`src/pkg/cis_regs.vh`:
```
// Constants for the card identity space: byte addresses, bit fields, reset values.
// Assumes byte-wide reads by the host, address counted in card bytes.
`ifndef CIS_REGS_VH
`define CIS_REGS_VH

// ----------------------------------------
// Byte addresses
// ----------------------------------------
`define CIS_LOW_ADDR 12'h000
`define CIS_EXT1_ADDR 12'h001
`define CIS_RSVD_ADDR 12'h002
`define CIS_COUNTRY_ADDR 12'h003
`define CIS_MANUF_LO_ADDR 12'h004
`define CIS_MANUF_HI_ADDR 12'h005
`define CIS_PROD_LO_ADDR 12'h006
`define CIS_PROD_HI_ADDR 12'h007
`define CIS_IRQ_MASK_ADDR 12'h008
`define CIS_IRQ_OFS0_ADDR 12'h009
`define CIS_IRQ_OFS1_ADDR 12'h00a
`define CIS_IRQ_OFS2_ADDR 12'h00b
`define CIS_FIQ_MASK_ADDR 12'h00c
`define CIS_FIQ_OFS0_ADDR 12'h00d
`define CIS_FIQ_OFS1_ADDR 12'h00e
`define CIS_FIQ_OFS2_ADDR 12'h00f
`define CIS_ID_END 12'h010
`define CIS_STATUS_ADDR 12'h010
`define CIS_PAGE_ADDR 12'hffc

// ----------------------------------------
// Field positions
// ----------------------------------------
`define CIS_IRQ_BIT 0
`define CIS_PRESENT_BIT 1
`define CIS_FIQ_BIT 2
`define CIS_TYPE_LSB 3
`define CIS_TYPE_MSB 6
`define CIS_CONFORM_BIT 7
`define CIS_DIR_BIT 0
`define CIS_RELOC_BIT 1
`define CIS_WIDTH_LSB 2
`define CIS_WIDTH_MSB 3

// ----------------------------------------
// Reset values
// ----------------------------------------
`define CIS_PAGE_RESET 8'h00
`define CIS_BYTE_RESET 8'h00

`endif

```
`src/design/cis_sync.v`:
```
// Two-flop synchroniser for a bundle of asynchronous inputs.
// Assumes the bundle is quasi-static around the strobe that qualifies it.
`timescale 1ns/10ps

module cis_sync #(
    parameter W = 1,
    parameter [W-1:0] INIT = {W{1'b0}}
) (
    // Clock and reset
    input wire core_clk,
    input wire arst_n,
    // Data
    input wire [W-1:0] d,
    output reg [W-1:0] q
);

    reg [W-1:0] stage1;

    always @(posedge core_clk or negedge arst_n)
    begin
        if (!arst_n)
        begin
            stage1 <= INIT;
            q <= INIT;
        end
        else
        begin
            stage1 <= d;
            q <= stage1;
        end
    end

endmodule

```
`src/design/cis_card_identity.v`:
```
// Card-side identity space: identity bytes, status pointers, page latch,
// interrupt line drivers and a pass-through to the card's own space.
// Assumes the host holds address and data stable while its strobe is low.
`timescale 1ns/10ps
`include "cis_regs.vh"

module cis_card_identity #(
    parameter ADDR_W = 12,
    parameter PAGE_W = 8,
    parameter HAS_EXT = 1,
    parameter RELOCATE = 0,
    parameter DIR_FOLLOWS = 0,
    parameter HAS_IRQ = 1,
    parameter HAS_FIQ = 1,
    parameter [3:0] TYPE_NIBBLE = 4'h1,
    parameter [1:0] CODE_WIDTH = 2'h0,
    // Arbitrary values, stand-ins for allocated codes
    parameter [15:0] MANUF_CODE = 16'h0a5a,
    parameter [15:0] PROD_CODE = 16'h0c3c
) (
    // Clock and reset
    input wire core_clk,
    input wire arst_n,
    // Host bus
    input wire [ADDR_W-1:0] bus_addr,
    input wire bus_rd_n,
    input wire bus_wr_n,
    input wire [7:0] backplane_data_in,
    output reg [7:0] backplane_data_out,
    output reg backplane_data_oe,
    // Interrupt lines, open drain
    output wire card_irq_n_out,
    output wire card_irq_n_oe,
    output wire card_fast_irq_n_out,
    output wire card_fast_irq_n_oe,
    // Card-side requests
    input wire irq_request,
    input wire fast_irq_request,
    // Card-side space
    output reg [PAGE_W-1:0] page,
    output wire [ADDR_W-1:0] user_addr,
    output reg user_rd_pulse,
    output reg user_wr_pulse,
    output reg [7:0] user_wr_data,
    input wire [7:0] user_rd_data
);

    // ----------------------------------------
    // Derived options
    // ----------------------------------------
    // Relocation needs the pointers that only an extended identity carries
    localparam RELOC_EFF = (HAS_EXT != 0) && (RELOCATE != 0);
    localparam DIR_EFF = (HAS_EXT != 0) && (DIR_FOLLOWS != 0);
    localparam [7:0] IRQ_MASK = (HAS_IRQ != 0) ? 8'h01 : 8'h00;
    localparam [7:0] FIQ_MASK = (HAS_FIQ != 0) ? 8'h04 : 8'h00;
    localparam [23:0] STATUS_OFS = RELOC_EFF ? {12'h000, `CIS_STATUS_ADDR} : 24'h000000;

    // ----------------------------------------
    // Pin synchronisers
    // ----------------------------------------
    wire [1:0] strobe_s;
    wire [ADDR_W+7:0] addr_data_s;
    wire rd_active;
    wire wr_active;
    wire [ADDR_W-1:0] addr_s;
    wire [7:0] data_s;

    cis_sync #(
        .W(2),
        .INIT(2'h3)
    ) u_sync_strobe (
        .core_clk(core_clk),
        .arst_n(arst_n),
        .d({bus_rd_n, bus_wr_n}),
        .q(strobe_s)
    );

    cis_sync #(
        .W(ADDR_W + 8),
        .INIT({(ADDR_W + 8){1'b0}})
    ) u_sync_addr_data (
        .core_clk(core_clk),
        .arst_n(arst_n),
        .d({bus_addr, backplane_data_in}),
        .q(addr_data_s)
    );

    assign rd_active = ~strobe_s[1];
    assign wr_active = ~strobe_s[0];
    assign addr_s = addr_data_s[ADDR_W+7:8];
    assign data_s = addr_data_s[7:0];
    assign user_addr = addr_s;

    // ----------------------------------------
    // Strobe edge detection
    // ----------------------------------------
    reg rd_active_d;
    reg wr_active_d;
    wire rd_start;
    wire wr_start;

    always @(posedge core_clk or negedge arst_n)
    begin
        if (!arst_n)
        begin
            rd_active_d <= 1'b0;
            wr_active_d <= 1'b0;
        end
        else
        begin
            rd_active_d <= rd_active;
            wr_active_d <= wr_active;
        end
    end

    assign rd_start = rd_active & ~rd_active_d;
    assign wr_start = wr_active & ~wr_active_d;

    // ----------------------------------------
    // Interrupt line drivers
    // ----------------------------------------
    reg irq_drive;
    reg fiq_drive;

    always @(posedge core_clk or negedge arst_n)
    begin
        if (!arst_n)
        begin
            irq_drive <= 1'b0;
            fiq_drive <= 1'b0;
        end
        else
        begin
            irq_drive <= irq_request & (HAS_IRQ != 0);
            fiq_drive <= fast_irq_request & (HAS_FIQ != 0);
        end
    end

    // Open drain: only ever pull low, the backplane pull-up gives the high
    assign card_irq_n_out = 1'b0;
    assign card_irq_n_oe = irq_drive;
    assign card_fast_irq_n_out = 1'b0;
    assign card_fast_irq_n_oe = fiq_drive;

    // ----------------------------------------
    // Status bits
    // ----------------------------------------
    // Taken straight from the driver flops so status and line never disagree
    wire [7:0] status_byte;
    wire low_irq;
    wire low_fiq;

    assign status_byte = {5'h00, fiq_drive, 1'b0, irq_drive};
    assign low_irq = RELOC_EFF ? 1'b0 : irq_drive;
    assign low_fiq = RELOC_EFF ? 1'b0 : fiq_drive;

    // ----------------------------------------
    // Identity bytes
    // ----------------------------------------
    wire [7:0] low_byte;
    wire [7:0] ext1_byte;
    wire [3:0] type_field;

    assign type_field = (HAS_EXT != 0) ? 4'h0 : TYPE_NIBBLE;

    assign low_byte = {1'b0, type_field, low_fiq, 1'b0, low_irq};

    assign ext1_byte = {4'h0, CODE_WIDTH, RELOC_EFF ? 1'b1 : 1'b0,
                        DIR_EFF ? 1'b1 : 1'b0};

    // ----------------------------------------
    // Read decode
    // ----------------------------------------
    wire page_zero;
    wire in_id_space;
    wire is_status;
    wire is_loc_zero;
    reg [7:0] id_data;
    reg [7:0] next_read_data;

    assign page_zero = (page == `CIS_PAGE_RESET);
    assign in_id_space = page_zero && (addr_s < `CIS_ID_END);
    assign is_status = RELOC_EFF && (addr_s == `CIS_STATUS_ADDR);
    assign is_loc_zero = (addr_s == `CIS_LOW_ADDR);

    always @*
    begin
        id_data = `CIS_BYTE_RESET;
        if (addr_s == `CIS_LOW_ADDR)
        begin
            id_data = low_byte;
        end
        else if (HAS_EXT != 0)
        begin
            case (addr_s)
                `CIS_EXT1_ADDR:
                    id_data = ext1_byte;
                `CIS_RSVD_ADDR:
                    id_data = 8'h00;
                `CIS_COUNTRY_ADDR:
                    id_data = 8'h00;
                `CIS_MANUF_LO_ADDR:
                    id_data = MANUF_CODE[7:0];
                `CIS_MANUF_HI_ADDR:
                    id_data = MANUF_CODE[15:8];
                `CIS_PROD_LO_ADDR:
                    id_data = PROD_CODE[7:0];
                `CIS_PROD_HI_ADDR:
                    id_data = PROD_CODE[15:8];
                `CIS_IRQ_MASK_ADDR:
                    id_data = IRQ_MASK;
                `CIS_IRQ_OFS0_ADDR:
                    id_data = STATUS_OFS[7:0];
                `CIS_IRQ_OFS1_ADDR:
                    id_data = STATUS_OFS[15:8];
                `CIS_IRQ_OFS2_ADDR:
                    id_data = STATUS_OFS[23:16];
                `CIS_FIQ_MASK_ADDR:
                    id_data = FIQ_MASK;
                `CIS_FIQ_OFS0_ADDR:
                    id_data = STATUS_OFS[7:0];
                `CIS_FIQ_OFS1_ADDR:
                    id_data = STATUS_OFS[15:8];
                `CIS_FIQ_OFS2_ADDR:
                    id_data = STATUS_OFS[23:16];
                default:
                    id_data = `CIS_BYTE_RESET;
            endcase
        end
    end

    // Status stays reachable on every page, identity only in page zero
    always @*
    begin
        if (is_status)
        begin
            next_read_data = status_byte;
        end
        else if (in_id_space)
        begin
            next_read_data = id_data;
        end
        else if (is_loc_zero)
        begin
            next_read_data = `CIS_BYTE_RESET;
        end
        else
        begin
            next_read_data = user_rd_data;
        end
    end

    // ----------------------------------------
    // Read data and bus drive
    // ----------------------------------------
    always @(posedge core_clk or negedge arst_n)
    begin
        if (!arst_n)
        begin
            backplane_data_out <= `CIS_BYTE_RESET;
            backplane_data_oe <= 1'b0;
        end
        else if (rd_start)
        begin
            backplane_data_out <= next_read_data;
            backplane_data_oe <= 1'b1;
        end
        else if (!rd_active)
        begin
            backplane_data_oe <= 1'b0;
        end
    end

    // ----------------------------------------
    // Card-side access forwarding
    // ----------------------------------------
    // Location zero and the identity never reach user logic, so start-up
    // probing cannot disturb read-sensitive hardware there
    wire fwd_ok;

    assign fwd_ok = !in_id_space && !is_status && !is_loc_zero;

    always @(posedge core_clk or negedge arst_n)
    begin
        if (!arst_n)
        begin
            user_rd_pulse <= 1'b0;
            user_wr_pulse <= 1'b0;
            user_wr_data <= `CIS_BYTE_RESET;
        end
        else
        begin
            user_rd_pulse <= rd_start & fwd_ok;
            user_wr_pulse <= wr_start & fwd_ok & (addr_s != `CIS_PAGE_ADDR);
            if (wr_start)
            begin
                user_wr_data <= data_s;
            end
        end
    end

    // ----------------------------------------
    // Page latch
    // ----------------------------------------
    // Writable on any page so a driver can always return to page zero
    always @(posedge core_clk or negedge arst_n)
    begin
        if (!arst_n)
        begin
            page <= `CIS_PAGE_RESET;
        end
        else if (wr_start && (addr_s == `CIS_PAGE_ADDR))
        begin
            page <= data_s[PAGE_W-1:0];
        end
    end

endmodule

```
`config.mk`:
```
export PLATFORM = sky130hd
export DESIGN_NAME = cis_card_identity
export DESIGN_NICKNAME = d
export VERILOG_FILES = /design/src/design/cis_sync.v /design/src/design/cis_card_identity.v
export VERILOG_INCLUDE_DIRS = /design/src /design/src/pkg
export SDC_FILE = /design/constraint.sdc
export NUM_CORES = 1
export LEC_CHECK = 0
export BUFFER_PORTS_ARGS = -buffer_cell sky130_fd_sc_hd__buf_2
export CAP_MARGIN = 20
export CORE_MARGIN = 2
export CORE_UTILIZATION = 50
export DETAILED_ROUTE_END_ITERATION = 10
export GPL_TIMING_DRIVEN = 0
export PLACE_DENSITY = 0.79
export SYNTH_ARGS = -nofsm -noshare
export SYNTH_HDL_FRONTEND = slang
export SYNTH_SLANG_ARGS = --single-unit
export TNS_END_PERCENT = 50
```
`constraint.sdc`:
```
create_clock -name core_clk -period 3.1 [get_ports core_clk]
set_clock_uncertainty 0.15 [all_clocks]
set_input_delay 0.31 -clock core_clk [delete_from_list [all_inputs] [get_ports core_clk]]
set_output_delay 0.31 -clock core_clk [all_outputs]
set_load 0.02 [all_outputs]
```
# Yosys cells after proc, flatten, opt, wreduce, memory -nomap -nowiden
# Memory sizes are Yosys's and may differ from the RTL's.
# Index checks and enable logic that the tools add are counted.
# totals
reg_bits	75
rom_bits	112
word_cells	42
mem_count	1
# classes
order_cmp	1
eq_ne	2
n_mux	6
bitwise_logic	9
reduce_logical	9
# mem_list
name	depth	word_bits	rd	rd_ports_with_merged_regs	wr	line_no	source
(name not given)	16	7	1	0	0	cis_card_identity.v:195	case (addr_s)
# ops
op	count
8-bit two-way mux	4
8-bit logical NOT	2
12-bit equality test (second input constant)	1
12-bit logical NOT	1
12-bit by 5-bit < comparator with 1-bit output (second input constant)	1
12-bit != test (second input constant)	1
1-bit AND	5
1-bit inverter	4
1-bit logical AND	3
1-bit logical NOT	2
1-bit two-way mux	2
2-bit nonzero test	1

# Longest topological paths before layout
# logic_depth
ltp_word	6
depth_mapped	4
ltp_nobuf	4

# Cells and area by module
# Synthesis repeated with hierarchy kept, for this count alone.
# unflattened
hier_cells	145
hier_area_um2	2414.8
# by_module_without_submodules
mod	instances	cells_each	area_each_um2	seq_area_each_um2
cis_card_identity	1	101	1308.8	775.7
cis_sync (u_sync_addr_data)	1	40	1001.0	1001.0
cis_sync (u_sync_strobe)	1	4	105.1	105.1

# Worst setup path before layout
# OpenSTA, ideal clock, no wires.
# synth_path
path_type	reg-to-reg
from	register u_sync_addr_data.q[13]
to	register backplane_data_out[5]
arrival_time_ns	1.961
setup_slack_ns	0.886
path_stages_with_launch	5
path_buffers	0
path_cell_list	dfrtp_1 > or4_4 > or4_4 > or3_4 > o41ai_2
# synth_via
elab_chain_len	4
word_cells_on_any_way	8
# synth_rtl
element	line_no	source
from (decl)	cis_sync.v:14	output reg [W-1:0] q
from (signal assigned)	cis_sync.v:29	q <= stage1;
parallel branches: the longest is 3 deep, another holds 12-bit by 5-bit < comparator with 1-bit output	--	
8-bit two-way mux *	cis_card_identity.v:239	else if (in_id_space)
to (signal assigned)	cis_card_identity.v:260	backplane_data_out <= `CIS_BYTE_RESET;
to (signal assigned)	cis_card_identity.v:265	backplane_data_out <= next_read_data;
to (decl)	cis_card_identity.v:29	output reg [7:0] backplane_data_out,
# Mark *: on every way between the ends.
# A chain may end at the register's enable or synchronous reset.

# Worst setup path in the final report
# layout_path
from	register u_sync_addr_data.q[13]
to	register backplane_data_out[4]
# Same word-level chain as after synthesis.

==> metrics.txt <==
count of boundary I/O pins=a little under 80; Worst Path Buf+Inv=0; non-filler cells, final=between 300 and 400; clock-pin slew on the worst setup and hold paths=around 0.070 ns; number of flip-flops and latches in the synthesized netlist=75; number of global-route vias before repair=roughly 1.6k; top routing layer used=met4; layout-stage area growth over the synthesis result=36.82%; cell count after synthesis=155; WL/cell=between 10 and 15 um; netlist area before placement=2525 um^2; data required time of the critical path=around 3.2 ns; most common cell after layout, fill and taps aside=buf_2; setup repair after global routing missed its margin=false; most used cell, CP=or4_4; worst rel slew slack=39.83%; highest-delay cell along the critical path=or4_4; path type of the worst min-delay path=in -> reg; diode count=0; die height=~75 um; crit-path cells=or4_4, or4_4, or3_4, o32ai_2; Final Wtd Congestion=around 0.76; violation count after the first detailed-routing iteration=49; initial antenna violation count=0; CP Data Arrival Time=approximately 2.4 ns; pwr dens=slightly above 600 nW/um^2; # setup viols final=0; H-tree Lvls=3; least setup slack across all paths after layout=0.7545 ns; number of rows in the core area=25; max-cap viol count=0; sum of met2 wire segment lengths after detailed routing=about 2.5 mm; top cell type's share of synthesized area=a little over two thirds; placed cells=297; Post-layout nets=300; cell internal pwr=1.630 mW; number of buffers inserted during clock tree synthesis=9; area inside the core boundary=approximately 4800 um^2; share of total power in sequential cells=between 50% and 60%; fraction of synthesis flops using an asynchronous set or reset pin=100.0%; type of element capturing the critical path=register; VDD IR-drop max=about 460 uV; Synth cell types=30; Combinational Power Share=11.2%; WS Path Type=reg -> reg; final critical-path required period=2.346 ns; synthesized area per cell=approximately 16 um^2; sequential fraction of the synthesis area=74.53%; setup slack after placement=approximately 0.77 ns; Max Clock Freq=approximately 430 MHz; run status=finished clean; TritonCTS clock tree=yes; crit start category=register; share of final-layout standard cells stronger than drive strength 1=about half; transition time of the tightest slew-check pin=0.9026 ns; master cell of the clock root buffer=clkbuf_8; Pins Over Slew Limit=0; Hold Vio Cnt, Final=0; Routed WL=4.818 mm; kind of cell with the highest combined delay on the critical path=simple AND/OR/NAND/NOR gates; Vias=about 1.6k; initial standard-cell utilization of the core=about 53%; final total negative setup slack=0 ns; utilization after layout=between 70% and 80%; total global-route track usage=between 10% and 20%; sum of met3 wire segment lengths after detailed routing=approximately 220 um; number of setup buffers added after CTS=0; portion of total power attributed to the clock network=between 30% and 40%; width of the chip=roughly 75 um; die outline area=about 5600 um^2; net switching power figure=slightly below 0.5 mW; DRC violation count after routing=0; Total Power=roughly 2.1 mW; Final HPWL DP=around 3 mm; Initial DRT Pass Iterations=3; delay contributed by the slowest stage of the critical path=between 0.5 and 0.6 ns; overall overflow remaining after global route=0; largest area contributor in the synthesized netlist=dfrtp_1; Clock Path Buffers=2; most area-consuming cells after synthesis=dfrtp_1 70%, mux2_2 8.0%, buf_4 4.2%; largest net degree at the start of global routing=76; number of sinks handled by clock tree synthesis=between 70 and 80; maximum net fanout on the critical path=5; Avg Vias per Cell=approximately 4.7; number of flops mapped to enable cells by yosys=0; predominant post-synthesis flop cell=dfrtp_1; clock insertion delay at the later pin of the skew report=approximately 0.33 ns; met1 wire length=about 2 mm; standby leakage power=around 1.7 nW; wire length of the first global-routing pass=around 7.5 mm; Switching Share=23.13%; commonest cells after routing, fill and taps aside=73 x buf_2, 71 x dfrtp_1, 25 x dlygate4sd3_1; antenna-violating nets left=0; count of buffers from port buffering=74; ratio of final minimum period to clock period=75.66%; number of warnings printed during yosys synthesis=0
worst register-to-register path, cell delays in order, from the launching register on:
cell and delay [ns]:
dfrtp_1 0.40, or4_4 0.56, or4_4 0.53, or3_4 0.39, o32ai_2 0.22
state kept, by name, indices dropped and copies added, names as in the netlist:
name and cells:
u_sync_addr_data.q 20, u_sync_addr_data.stage1 20, backplane_data_out 8, page 8
user_wr_data 8, u_sync_strobe.q 2, u_sync_strobe.stage1 2, backplane_data_oe 1
card_fast_irq_n_oe 1, card_irq_n_oe 1, rd_active_d 1, user_rd_pulse 1
user_wr_pulse 1, wr_active_d 1
cells by family (layout without fill, tap and decap cells):
logic type | after synthesis | after routing | synth area share (%)
compound gates | 16 | 16 | 5.352
mux | 22 | 22 | 9.613
buf+inv | 19 | 134 | 4.906
flops | 75 | 75 | 74.53
other cells | 1 | 2 | 0.1485
simple gates | 22 | 22 | 5.451
what timing repair did:
item,4_1_cts,5_1_grt
resized for setup,0,0
endpoints found under the hold margin,95,0
hold buffers,25,0
through the flow:
stage	area [um^2]	hold WS (ns)
after floorplan	2529	-0.1356
after global placement	2983	0.1813
after detailed placement	2985	0.1847
after CTS	3455	0.02661
after global routing	3455	0.03698
final	3455	0.04888
final cells by class:
type                    count  area [um^2]
clock buffers              12        145.1
clock inverters             4        73.82
plain buffers              14        105.1
repair buffers             99        623.1
flip-flops and latches     75         1882
multi-input cells          62        523.0
well taps                  67        83.83
inverters                   5        18.77
fillers                   323         1331
power by group through the flow:
stage / sequential (mW) / combinational, mW / clock [mW]
floorplan: 1.13 / 0.0776 / 0
global placement: 1.09 / 0.211 / 0
detailed placement: 1.10 / 0.215 / 0
CTS: 1.08 / 0.240 / 0.827
global route: 1.08 / 0.258 / 0.878
finish: 1.08 / 0.237 / 0.806
layer usage:
metal,vias to the layer above,global-route usage [%]
li1,748,-
met1,799,22.22
met3,7,5.756
met2,47,31.19
met4,0,8.333
met5,-,0
Yosys cell counts (all sizes together) (3+ instances only):
| master | count |
|---|---|
| inv | 5 |
| buf | 14 |
| nor2 | 5 |
| dfrtp | 71 |
| dfstp | 4 |
| or4 | 5 |
| mux2 | 18 |
| mux2i | 4 |
| nor4 | 3 |
| o21ai | 3 |
worst paths after layout:
path	from	end	slack, ns	cells after the start
setup reg to reg	u_sync_addr_data.q[13]	backplane_data_out[4]	0.75	4
max in group asynchronous	arst_n	page[2]	1.71	2
hold / removal	user_rd_data[3]	backplane_data_out[3]	0.05	2
min in group asynchronous	arst_n	u_sync_addr_data.q[12]	0.49	2
hold reg to reg	u_sync_addr_data.stage1[2]	u_sync_addr_data.q[2]	0.20	0
setup / recovery	u_sync_addr_data.q[13]	backplane_data_out[4]	0.75	4
(Power assumes the default switching activity.)
